[config.mk]
export PLATFORM = sky130hd
export DESIGN_NAME = egr_gear_ratio
export DESIGN_NICKNAME = d
export VERILOG_FILES = /design/src/hdl/egr_pkg.sv /design/src/hdl/egr_divider.sv /design/src/hdl/egr_gear_ratio.sv
export VERILOG_INCLUDE_DIRS = /design/src /design/src/hdl
export SDC_FILE = /design/constraint.sdc
export NUM_CORES = 2
export LEC_CHECK = 0
export ABC_AREA = 1
export BUFFER_PORTS_ARGS = -buffer_cell sky130_fd_sc_hd__buf_2
export CAP_MARGIN = 5
export CORE_ASPECT_RATIO = 0.5
export CORE_MARGIN = 5
export CORE_UTILIZATION = 40
export DETAILED_ROUTE_END_ITERATION = 6
export GPL_TIMING_DRIVEN = 0
export SETUP_SLACK_MARGIN = 0.15
export SYNTH_ARGS = -nofsm -noshare
export SYNTH_HDL_FRONTEND = slang
export SYNTH_SLANG_ARGS = --single-unit
[constraint.sdc]
create_clock -name mclk_i -period 16.1 [get_ports mclk_i]
set_clock_uncertainty 0.1 [all_clocks]
set_input_delay 3.22 -clock mclk_i [delete_from_list [all_inputs] [get_ports mclk_i]]
set_output_delay 3.22 -clock mclk_i [all_outputs]
set_load 0.01 [all_outputs]
[src/hdl/egr_regs.svh]
// Register offsets, field positions, reset values and timing counts of the gear ratio block.
`ifndef EGR_REGS_SVH
`define EGR_REGS_SVH

// ==========================================================================
// Register word offsets (byte address bits 5:2)
// ==========================================================================
`define EGR_OFS_OVERRIDE   4'h0
`define EGR_OFS_ENC_RES    4'h1
`define EGR_OFS_GEAR_NUM   4'h2
`define EGR_OFS_GEAR_DEN   4'h3
`define EGR_OFS_FEED       4'h4
`define EGR_OFS_CMD        4'h5
`define EGR_OFS_LAST       4'h6
`define EGR_OFS_POS        4'h7
`define EGR_OFS_REM        4'h8
`define EGR_OFS_RATIO_NUM  4'h9
`define EGR_OFS_RATIO_DEN  4'ha
`define EGR_OFS_CTRL       4'hb
`define EGR_OFS_STATUS     4'hc

// ==========================================================================
// Field positions
// ==========================================================================
`define EGR_CTRL_RESTART   0
`define EGR_STAT_BUSY      0
`define EGR_STAT_SRC_LO    1
`define EGR_STAT_SRC_HI    2

// ==========================================================================
// Reset values and fixed figures
// ==========================================================================
`define EGR_ENC_COUNTS     32'h0080_0000
`define EGR_RST_OVERRIDE   32'h0000_0000
`define EGR_RST_GEAR_NUM   32'h0000_0001
`define EGR_RST_GEAR_DEN   32'h0000_0001
`define EGR_RST_FEED       32'h0000_2710
`define EGR_DIV_STEPS      7'h40

`endif

[src/hdl/egr_pkg.sv]
// Types shared by the gear ratio block and its divider.
package egr_pkg;

  // ========================================================================
  // Enumerations
  // ========================================================================
  typedef enum logic [1:0] {
    EGR_SRC_OVERRIDE,
    EGR_SRC_FEED,
    EGR_SRC_GEAR
  } egr_src_t;

  typedef enum logic [1:0] {
    EGR_ST_IDLE,
    EGR_ST_START,
    EGR_ST_DIV
  } egr_state_t;

  typedef enum logic {
    EGR_DV_IDLE,
    EGR_DV_RUN
  } egr_dv_state_t;

endpackage

[src/hdl/egr_divider.sv]
// Sequential unsigned divider, 64-bit dividend by 32-bit divisor, one quotient bit a cycle.
`timescale 1ns/1ps
`include "egr_regs.svh"

module egr_divider
  import egr_pkg::*;
(
  input  wire logic        mclk_i,
  input  wire logic        srst_i,
  input  wire logic        start_i,
  input  wire logic [63:0] dividend_i,
  input  wire logic [31:0] divisor_i,
  output logic             done_o,
  output logic [63:0]      quo_o,
  output logic [31:0]      rem_o
);

  typedef struct packed {
    egr_dv_state_t st;
    logic [32:0]   rem;
    logic [63:0]   quo;
    logic [31:0]   dvs;
    logic [6:0]    cnt;
    logic          done;
  } egr_dv_t;

  egr_dv_t dv_ff;
  egr_dv_t nxt_dv;

  // ==========================================================================
  // Restoring division step
  // ==========================================================================
  always_comb begin
    logic [32:0] trial;
    trial = 33'h0;
    nxt_dv = dv_ff;
    nxt_dv.done = 1'b0;
    case (dv_ff.st)
      EGR_DV_IDLE: begin
        if (start_i) begin
          nxt_dv.st  = EGR_DV_RUN;
          nxt_dv.rem = 33'h0;
          nxt_dv.quo = dividend_i;
          nxt_dv.dvs = divisor_i;
          nxt_dv.cnt = `EGR_DIV_STEPS;
        end
      end
      EGR_DV_RUN: begin
        trial = {dv_ff.rem[31:0], dv_ff.quo[63]};
        if (trial >= {1'b0, dv_ff.dvs}) begin
          nxt_dv.rem = trial - {1'b0, dv_ff.dvs};
          nxt_dv.quo = {dv_ff.quo[62:0], 1'b1};
        end else begin
          nxt_dv.rem = trial;
          nxt_dv.quo = {dv_ff.quo[62:0], 1'b0};
        end
        nxt_dv.cnt = dv_ff.cnt - 7'h1;
        if (dv_ff.cnt == 7'h1) begin
          nxt_dv.st   = EGR_DV_IDLE;
          nxt_dv.done = 1'b1;
        end
      end
      default: begin
        nxt_dv.st = EGR_DV_IDLE;
      end
    endcase
  end

  always_ff @(posedge mclk_i) begin
    if (srst_i) begin
      dv_ff <= '{st: EGR_DV_IDLE, rem: 33'h0, quo: 64'h0, dvs: 32'h0, cnt: 7'h0, done: 1'b0};
    end else begin
      dv_ff <= nxt_dv;
    end
  end

  assign done_o = dv_ff.done;
  assign quo_o  = dv_ff.quo;
  assign rem_o  = dv_ff.rem[31:0];

endmodule

[src/hdl/egr_gear_ratio.sv]
// Electronic gear ratio selection and command scaling with an Avalon-MM register slave.
`timescale 1ns/1ps
`include "egr_regs.svh"

// Behaviour
// - Ratio is encoder counts over command units; it scales commands into counts.
// - Nonzero override is used; zero override falls back to the feed constant path, or the gear numerator path when feed equals resolution.
// - A nonzero override beats gear numerator and feed constant; encoder resolution stays the numerator.
// - Encoder resolution is fixed at 23 bits, 8388608 counts a turn.
// - Feed constant unlike resolution gives ratio resolution over feed constant.
// - Feed constant equal to resolution gives ratio gear numerator over feed constant.
module egr_gear_ratio
  import egr_pkg::*;
(
  input  wire logic        mclk_i,
  input  wire logic        srst_i,
  input  wire logic [5:0]  avs_address_i,
  input  wire logic        avs_read_i,
  input  wire logic        avs_write_i,
  input  wire logic [31:0] avs_writedata_i,
  input  wire logic [3:0]  avs_byteenable_i,
  output logic [31:0]      avs_readdata_o,
  output logic             avs_waitrequest_o,
  output logic [31:0]      scaled_pos_o,
  output logic [31:0]      scaled_delta_o,
  output logic             scaled_valid_o
);

  typedef struct packed {
    logic [31:0] ovr;
    logic [31:0] gnum;
    logic [31:0] gden;
    logic [31:0] feed;
    logic [31:0] cmd;
    logic [31:0] t_num;
    logic [31:0] t_den;
    egr_src_t    src;
    logic [32:0] rem;
    logic [31:0] pos;
    logic [31:0] last;
    logic        neg;
    logic [63:0] mag;
    egr_state_t  st;
    logic        rd_valid;
    logic [31:0] rdata;
    logic        valid;
  } egr_state_s_t;

  egr_state_s_t s_ff;
  egr_state_s_t nxt_s;

  logic        div_done;
  logic [63:0] div_quo;
  logic [31:0] div_rem;
  logic [3:0]  reg_idx;
  logic        busy;
  logic        wr_stall;

  // ==========================================================================
  // Bus decode and handshake
  // ==========================================================================
  assign reg_idx  = avs_address_i[5:2];
  assign busy     = (s_ff.st != EGR_ST_IDLE);
  // Scaling starts and restarts wait while a division is in flight.
  assign wr_stall = avs_write_i && busy &&
                    ((reg_idx == `EGR_OFS_CMD) || (reg_idx == `EGR_OFS_CTRL));

  // ==========================================================================
  // Outputs
  // ==========================================================================
  assign avs_waitrequest_o = (avs_read_i && !s_ff.rd_valid) || wr_stall;
  assign avs_readdata_o    = s_ff.rdata;
  assign scaled_pos_o      = s_ff.pos;
  assign scaled_delta_o    = s_ff.last;
  assign scaled_valid_o    = s_ff.valid;

  // ==========================================================================
  // Byte lane merge
  // ==========================================================================
  function automatic logic [31:0] egr_merge(input logic [31:0] old_v,
                                            input logic [31:0] new_v,
                                            input logic [3:0]  be);
    logic [31:0] res;
    res = old_v;
    for (int i = 0; i < 4; i++) begin
      if (be[i]) begin
        res[8*i +: 8] = new_v[8*i +: 8];
      end
    end
    return res;
  endfunction

  // ==========================================================================
  // Ratio selection, bus access and scaling sequence
  // ==========================================================================
  always_comb begin
    logic signed [64:0] prod;
    logic [63:0]        q_sgn;
    logic [32:0]        r_sgn;
    prod  = 65'sh0;
    q_sgn = 64'h0;
    r_sgn = 33'h0;
    nxt_s = s_ff;
    nxt_s.valid = 1'b0;

    // Bus reads take one wait cycle so the answer comes from a flip-flop.
    nxt_s.rd_valid = avs_read_i && !s_ff.rd_valid;
    if (avs_read_i && !s_ff.rd_valid) begin
      case (reg_idx)
        `EGR_OFS_OVERRIDE:  nxt_s.rdata = s_ff.ovr;
        `EGR_OFS_ENC_RES:   nxt_s.rdata = `EGR_ENC_COUNTS;
        `EGR_OFS_GEAR_NUM:  nxt_s.rdata = s_ff.gnum;
        `EGR_OFS_GEAR_DEN:  nxt_s.rdata = s_ff.gden;
        `EGR_OFS_FEED:      nxt_s.rdata = s_ff.feed;
        `EGR_OFS_CMD:       nxt_s.rdata = s_ff.cmd;
        `EGR_OFS_LAST:      nxt_s.rdata = s_ff.last;
        `EGR_OFS_POS:       nxt_s.rdata = s_ff.pos;
        `EGR_OFS_REM:       nxt_s.rdata = s_ff.rem[31:0];
        `EGR_OFS_RATIO_NUM: nxt_s.rdata = s_ff.t_num;
        `EGR_OFS_RATIO_DEN: nxt_s.rdata = s_ff.t_den;
        `EGR_OFS_STATUS:    nxt_s.rdata = {29'h0, s_ff.src, busy};
        default:            nxt_s.rdata = 32'h0;
      endcase
    end

    if (avs_write_i && !wr_stall) begin
      case (reg_idx)
        `EGR_OFS_OVERRIDE: nxt_s.ovr  = egr_merge(s_ff.ovr, avs_writedata_i, avs_byteenable_i);
        `EGR_OFS_GEAR_NUM: nxt_s.gnum = egr_merge(s_ff.gnum, avs_writedata_i, avs_byteenable_i);
        `EGR_OFS_GEAR_DEN: nxt_s.gden = egr_merge(s_ff.gden, avs_writedata_i, avs_byteenable_i);
        `EGR_OFS_FEED:     nxt_s.feed = egr_merge(s_ff.feed, avs_writedata_i, avs_byteenable_i);
        `EGR_OFS_CMD: begin
          nxt_s.cmd = egr_merge(s_ff.cmd, avs_writedata_i, avs_byteenable_i);
          nxt_s.st  = EGR_ST_START;
        end
        `EGR_OFS_CTRL: begin
          // Restart: new settings take effect only here, as after power up.
          if (avs_byteenable_i[0] && avs_writedata_i[`EGR_CTRL_RESTART]) begin
            if (s_ff.ovr != 32'h0) begin
              nxt_s.t_num = `EGR_ENC_COUNTS;
              nxt_s.t_den = s_ff.ovr;
              nxt_s.src   = EGR_SRC_OVERRIDE;
            end else if (s_ff.feed != `EGR_ENC_COUNTS) begin
              nxt_s.t_num = `EGR_ENC_COUNTS;
              nxt_s.t_den = s_ff.feed;
              nxt_s.src   = EGR_SRC_FEED;
            end else begin
              nxt_s.t_num = s_ff.gnum;
              nxt_s.t_den = s_ff.feed;
              nxt_s.src   = EGR_SRC_GEAR;
            end
            nxt_s.rem  = 33'h0;
            nxt_s.pos  = 32'h0;
            nxt_s.last = 32'h0;
          end
        end
        default: begin
        end
      endcase
    end

    case (s_ff.st)
      EGR_ST_IDLE: begin
      end
      EGR_ST_START: begin
        // Counts = command * numerator + carried remainder, divided by denominator.
        prod = $signed(s_ff.cmd) * $signed({1'b0, s_ff.t_num}) + $signed(s_ff.rem);
        // Only the magnitude is divided; the sign is put back when the quotient returns.
        nxt_s.neg = prod[64];
        nxt_s.mag = prod[64] ? 64'(-prod) : prod[63:0];
        nxt_s.st  = EGR_ST_DIV;
      end
      EGR_ST_DIV: begin
        if (div_done) begin
          // Both results take the sign of the product, so division truncates toward zero.
          q_sgn = s_ff.neg ? (64'h0 - div_quo) : div_quo;
          r_sgn = s_ff.neg ? (33'h0 - {1'b0, div_rem}) : {1'b0, div_rem};
          nxt_s.rem   = r_sgn;
          nxt_s.last  = q_sgn[31:0];
          nxt_s.pos   = s_ff.pos + q_sgn[31:0];
          nxt_s.valid = 1'b1;
          nxt_s.st    = EGR_ST_IDLE;
        end
      end
      default: begin
        nxt_s.st = EGR_ST_IDLE;
      end
    endcase
  end

  // ==========================================================================
  // State register
  // ==========================================================================
  always_ff @(posedge mclk_i) begin
    if (srst_i) begin
      // Reset latches the terms that the default settings select.
      s_ff <= '{ovr: `EGR_RST_OVERRIDE, gnum: `EGR_RST_GEAR_NUM, gden: `EGR_RST_GEAR_DEN,
                feed: `EGR_RST_FEED, cmd: 32'h0, t_num: `EGR_ENC_COUNTS,
                t_den: `EGR_RST_FEED, src: EGR_SRC_FEED, rem: 33'h0, pos: 32'h0,
                last: 32'h0, neg: 1'b0, mag: 64'h0, st: EGR_ST_IDLE, rd_valid: 1'b0,
                rdata: 32'h0, valid: 1'b0};
    end else begin
      s_ff <= nxt_s;
    end
  end

  // ==========================================================================
  // Divider
  // ==========================================================================
  // The divisor comes from the latched terms, which cannot change while busy.
  egr_divider egr_divider_i (
    .mclk_i     (mclk_i),
    .srst_i     (srst_i),
    .start_i    (s_ff.st == EGR_ST_START),
    .dividend_i (nxt_s.mag),
    .divisor_i  (s_ff.t_den),
    .done_o     (div_done),
    .quo_o      (div_quo),
    .rem_o      (div_rem)
  );

endmodule

; ---- Yosys cells after proc, flatten, opt, wreduce, memory -nomap -nowiden
; Cells that the tools add are included.
[word_totals]
output_inout_bits = 98
regBits = 561
elab_cells = 126
inputBits = 46
[classes]
mul = 1
n_reduce_logical = 37
magnitude_cmp = 1
n_mux = 23
bitwise = 2
n_addsub = 7
eq_ne = 17
[op_table]
columns = op, n
row1 = 97-bit two-way mux, 6
row2 = 32-bit case mux with 12 select lines, 1
row3 = 98-bit case mux with 2 select lines, 1
row4 = 137-bit two-way mux, 1
row5 = 66-bit two-way mux, 2
row6 = 64-bit two-way mux, 2
row7 = 65-bit by 33-bit adder with 65-bit output, 1
row8 = 32-bit by 33-bit multiplier with 65-bit output, 1
row9 = 64-bit negator, 1
row10 = 3-bit AND reduction, 21
row11 = 33-bit by 32-bit >= comparator with 1-bit output, 1
row12 = 33-bit two-way mux, 1
row13 = 1-bit by 32-bit subtractor with 33-bit output (first input constant), 1
row14 = 33-bit by 32-bit subtractor with 33-bit output, 1
row15 = 32-bit adder, 1
row16 = 32-bit two-way mux, 1
row17 = 32-bit by 24-bit != test with 1-bit output (second input constant), 1
row18 = 32-bit nonzero test, 1
row19 = 1-bit by 32-bit subtractor with 32-bit output (first input constant), 1
row20 = 4-bit == test (second input constant), 5
row21 = 4-bit by 3-bit == test with 1-bit output (second input constant), 4
row22 = 7-bit case mux with 2 select lines, 1
row23 = 4-bit by 2-bit == test with 1-bit output (second input constant), 2
row24 = 7-bit by 1-bit == test with 1-bit output (second input constant), 1
row25 = 17 further kinds, 29

; ---- Depth between registers and ports, before layout
[depth]
ltp_word = 8
ltp_mapped = 44
depth_no_buf = 42

; ---- Cells and area by module
; A second synthesis with hierarchy kept.
[unflattened]
hier_cells = 10099
area_unflattened_um2 = 70428.8
[modules_own_cells]
columns = module, n_inst, cells_per_inst, area_per_inst_um2, seq_area_each_um2
row1 = egr_gear_ratio, 1, 8621, 61260.0, 8488.1
row2 = egr_divider, 1, 1478, 9168.8, 2742.6

; ---- Worst setup path before layout
; OpenSTA, ideal clock, no wires.
[synth_path]
kind = register to register
start = register s_ff[197] in the netlist's numbering
end = register egr_divider_i.dv_ff (netlist bit egr_divider_i.quo_o[62])
setup_slack_ps = 8702
path_buffers = 0
arrival_time_ps = 7174
stages_incl_launch_ff = 35
period_less_slack_ps = 7398
required_ps = 15876
setup_time_ps = 124
cell_sequence = dfxtp_1 inv_1 fa_1 inv_1 ha_1 inv_1 fa_1 fa_1 inv_1 fa_1 fa_1 inv_1 fa_1 inv_1 ha_1 nand2_1 inv_1 nand2_1 nand3_1 nor2_1 inv_1 nor2_1 nand3b_1 nand2_1 nand2_1 nor2_2 nand2_1 nor2_2 nand2_1 nand2_2 nand2_1 nand2_1 nand2_1 a21oi_1 nor2_1
[synth_via]
elab_chain_len = 6
[synth_lines]
columns = item, line_no
row1 = start: declaration, egr_gear_ratio.sv:49  ; egr_state_s_t s_ff;
row2 = start signal: assignment, egr_gear_ratio.sv:197  ; s_ff <= '{ovr: `EGR_RST_OVERRIDE, gnum: `EGR_RST_GEAR_NUM, gden: `EGR_RST_GEAR_DEN,
row3 = start signal: assignment, egr_gear_ratio.sv:203  ; s_ff <= nxt_s;
row4 = 65-bit by 33-bit adder with 65-bit output *, egr_gear_ratio.sv:167  ; prod = $signed(s_ff.cmd) * $signed({1'b0, s_ff.t_num}) + $signed(s_ff.rem);
row5 = 64-bit negator, egr_gear_ratio.sv:170  ; nxt_s.mag = prod[64] ? 64'(-prod) : prod[63:0];
row6 = 64-bit two-way mux *, egr_gear_ratio.sv:170
row7 = 64-bit two-way mux *, egr_gear_ratio.sv:162  ; case (s_ff.st)
row8 = 137-bit two-way mux *, egr_divider.sv:40  ; if (start_i) begin
row9 = 98-bit case mux with 2 select lines *, egr_divider.sv:38  ; case (dv_ff.st)
row10 = end signal: assignment, egr_divider.sv:71  ; dv_ff <= '{st: EGR_DV_IDLE, rem: 33'h0, quo: 64'h0, dvs: 32'h0, cnt: 7'h0, done: 1'b0};
row11 = end signal: assignment, egr_divider.sv:73  ; dv_ff <= nxt_dv;
row12 = end: declaration, egr_divider.sv:27  ; egr_dv_t dv_ff;
; Mark *: on every way between the ends. The rest lies on a longest branch, timed or not. The select of a mux whose other input is x is not followed.
; A chain may end at the register's enable or synchronous reset.

; ---- Final worst setup path
[layout_path]
start = register s_ff[274] in the netlist's numbering
end = register egr_divider_i.dv_ff (netlist bit egr_divider_i.quo_o[20])
[layout_via]
elab_chain_len = 7
[layout_lines]
columns = item, line_no
row1 = 32-bit by 33-bit multiplier with 65-bit output *, egr_gear_ratio.sv:167
row2 = 65-bit by 33-bit adder with 65-bit output *, egr_gear_ratio.sv:167
row3 = 64-bit negator, egr_gear_ratio.sv:170
row4 = 64-bit two-way mux *, egr_gear_ratio.sv:170
row5 = 64-bit two-way mux *, egr_gear_ratio.sv:162
row6 = 137-bit two-way mux *, egr_divider.sv:40
row7 = 98-bit case mux with 2 select lines *, egr_divider.sv:38
; Marks and branches as above.

==> run_results.csv <==
group,metric,value,unit
timing,fin_crit,10.67,ns
detailed_routing,vias,63810,
timing,rsz0062_at_grt,"false",
final_layout,area_growth,8.672,%
placement,place_congestion,1.106,
synth,ys_ff_latch,497,
final_layout,fillers,17500,
timing,worstMarginPinSlew,1.443,ns
synth,syn_inst,9120,
detailed_routing,vias_per_cell,5.509,
global_route,grt_pass1_vias,61120,
final_layout,final_layout_size_suffix_gt1_frac,0.05077,
clock_tree,cts_hold_buffers,0,
clock_tree,cts_resized,0,
global_route,grt_pass1_wl,447.2,mm
clock_tree,clock_path_buffers,3,
synth,synth-edff-count,0,
detailed_routing,first_pass_iters,6,
placement,dp.final_hpwl,270.8,mm
pwr,power_density,43.72,nW/um2
timing,setup_viol,0,
setup_path,critPathArrivalTime,11.13,ns
timing,relSlewSlack,0.03829,
pwr,switching_power,0.0009026,W
final_layout,nets,10690,
floorplanning,dieArea,172600,um2
detailed_routing,ant_nets,0,
synth,synth_ff_type,"dfxtp_1",
setup_path,critPathMaxFanout,10,
timing,maxSlewViolCount,0,
setup_path,crit_buf_inv,10,
pwr,ir_worst_vdd,0.1161,mV
global_route,grt_overflow,0,
detailed_routing,drtIter0Drc,8448,
clock_tree,cts_buffers,57,
global_route,antenna_found_initial,24,
setup_path,crit_path_end_kind,"flip-flop",
synth,syn_area_per_cell,7.190,um2
synth,yosysSeqAreaShare,0.1517,
clock_tree,clkLatencyLatePin,0.67,ns
final_layout,fin_util,0.4360,
floorplanning,boundaryPins,144,
setup_path,path_class,"reg2reg",
outcome,outcome,"complete, no violations",
setup_path,cp-start-kind,"flip-flop",
global_route,grt_max_degree,24,
pwr,pwr-share-comb,0.127,
global_route,track_usage,0.3635,
detailed_routing,routedWlPerCell,27.58,um
floorplanning,die_height,296.3,um
clock_tree,cts_tree,"built",
final_layout,register_area,9951,um2
detailed_routing,drcViolationCount,0,
pwr,intPower,0.002213,W
placement,portBuffers,141,
floorplanning,die_w,582.6,um
timing,fmax,93.68,MHz
clock_tree,clock_sinks,497,
clock_tree,htree_levels,2,
pwr,p_clk_frac,0.472,
timing,hold_viol,0,
synth,ys_types,67,
setup_path,cp_top_family,"adder cells",
placement,dpl_cell_area,69120,um2
final_layout,multi_input_comb_area,44790,um2
floorplanning,rows,105,
floorplanning,coreArea,163400,um2
synth,syn-cell-area,65580,um2
min_path,hold_path_class,"reg2reg",
floorplanning,start_util,0.4012,
timing,period_share,0.6630,
clock_tree,root_buffer,"clkbuf_16",
pwr,power_leakage,37.82,nW
synth,syn-num-nets,10480,
setup_path,critPathMaxStageDelay,0.83,ns
timing,setup_tns,0,ns
setup_path,critPathSlowestCell,"clkbuf_1",
synth,ys_async_sr_fraction,0,
pwr,p_sw_frac,0.2897,
detailed_routing,drt-total-wl,319.4,mm
setup_path,crit_required,16.55,ns
job,max-cap-violations,0,
synth,synth_warnings,0,
pwr,p_seq_frac,0.400,
setup_path,r2r_setup_slack,5.43,ns
final_layout,stdcell_area,71260,um2
clock_tree,cts_setup_buffers,0,
clock_tree,path_clk_slew,0.06,ns
path summary, 6_finish.rpt:
check | startpoint | end | cells after the start
worst max register to register | s_ff[274] | egr_divider_i.quo_o[20] | 35
worst max-delay path | s_ff[274] | egr_divider_i.quo_o[20] | 35
worst min register to register | avs_readdata_o[5] | avs_readdata_o[5] | 2
worst min-delay path | avs_readdata_o[5] | avs_readdata_o[5] | 2
routing by layer:
| metal | wire, um | track usage |
|---|---|---|
| met1 | 129000 | 0.4908 |
| met2 | 127500 | 0.5238 |
| met3 | 40100 | 0.1006 |
| met4 | 22770 | 0.2110 |
| met5 | 75 | 0 |
worst register-to-register path, delay by kind of cell, from the launching register on:
kind / cells / cell delay, ns
adder cells (fa/ha/maj): 9 / 4.70
buffers and inverters: 10 / 2.37
AND/OR/NAND/NOR: 11 / 1.32
AO/OA/AOI/OAI: 4 / 0.98
XOR/XNOR: 1 / 0.82
flip-flops: 1 / 0.30
synthesized netlist by cell type (all sizes together), types with 2 or more instances:
library cell	count	area (um2)
a21oi	597	2992
o21a	21	157.7
xor2	79	699.4
nand3b	16	120.1
dfxtp	497	9950
buf	140	938.4
clkbuf	405	1561
o21bai	9	67.56
o31ai	11	82.58
a221oi	41	359.1
clkinv	8	30.03
o211ai	8	60.06
or2	9	56.31
o21ai	411	2068
fa	963	19280
nor4	21	137.6
o221ai	3	26.28
nand4	61	381.6
o22ai	136	850.8
a21boi	8	60.06
nor3	47	255.3
a21o	9	67.56
nand3	248	1281
a211oi	3	22.52
inv	2214	8310
nand2	2164	8223
a32o	14	140.1
a22oi	2	15.01
xnor2	36	315.3
ha	351	4392
o32ai	34	297.8
and2	5	31.28
o2111ai	15	131.4
a31oi	22	137.6
nor2	498	1957
power groups by stage:
stage                     combinational (W)  sequential, W  clock (W)
after floorplan                    0.000227        0.00127          0
after global placement             0.000378        0.00127          0
after detailed placement           0.000378        0.00127          0
after CTS                          0.000380        0.00125    0.00147
after global routing               0.000416        0.00125    0.00152
final                              0.000396        0.00125    0.00147
registers in the layout (all words and copies together) (netlist names):
register	flops
avs_readdata_o	32
scaled_delta_o	32
s_ff	263
egr_divider_i.dv_ff	40
scaled_valid_o	1
egr_divider_i.quo_o	64
scaled_pos_o	32
egr_divider_i.rem_o	32
egr_divider_i.done_o	1
metrics by stage:
stage	cells	setup slack, ns	total power [W]	hold slack, ns
after floorplan	9120	8.702	0.001498	0.3292
after global placement	11450	5.203	0.001653	0.3435
after CTS	11570	5.598	0.003099	0.3582
after detailed placement	11460	5.681	0.001652	0.3481
after global routing	11570	5.220	0.003184	0.3843
final	11580	5.426	0.003116	0.3649
layout make-up:
| cell class | count | area share |
|---|---|---|
| multi-input cells | 5856 | 0.6285 |
| flip-flops and latches | 497 | 0.1396 |
| inverters | 2222 | 0.1170 |
| well taps | 2193 | 0.03850 |
| plain buffers | 545 | 0.03513 |
| clock buffers | 78 | 0.02297 |
| repair buffers | 147 | 0.01141 |
| clock inverters | 30 | 0.006321 |
| diodes | 15 | 0.0005267 |
cell usage in the layout, fill, tap and decap left out, drive strengths merged, types with 9 or more instances in the layout:
master	count
a21o	9
a21oi	597
a221oi	41
a31oi	22
a32o	14
buf	287
bufinv	10
clkbuf	483
clkinv	23
dfxtp	497
diode	15
fa	963
ha	351
inv	2215
nand2	2164
nand3	248
nand3b	16
nand4	61
nor2	498
nor3	47
nor4	21
o2111ai	15
o21a	21
o21ai	411
o21bai	9
o22ai	136
o31ai	11
o32ai	34
or2	9
xnor2	36
xor2	79
kinds of logic after synthesis:
family	after synthesis	synth area share
AOI/OAI and AO/OA	1354	0.1163
xor gates and xnor gates	115	0.01547
adders and majority gates	1314	0.3610
buffers and inverters	2767	0.1653
DFF	497	0.1517
and+or+nand+nor	3073	0.1902
Note: power is estimated with default switching activity, not from simulation.
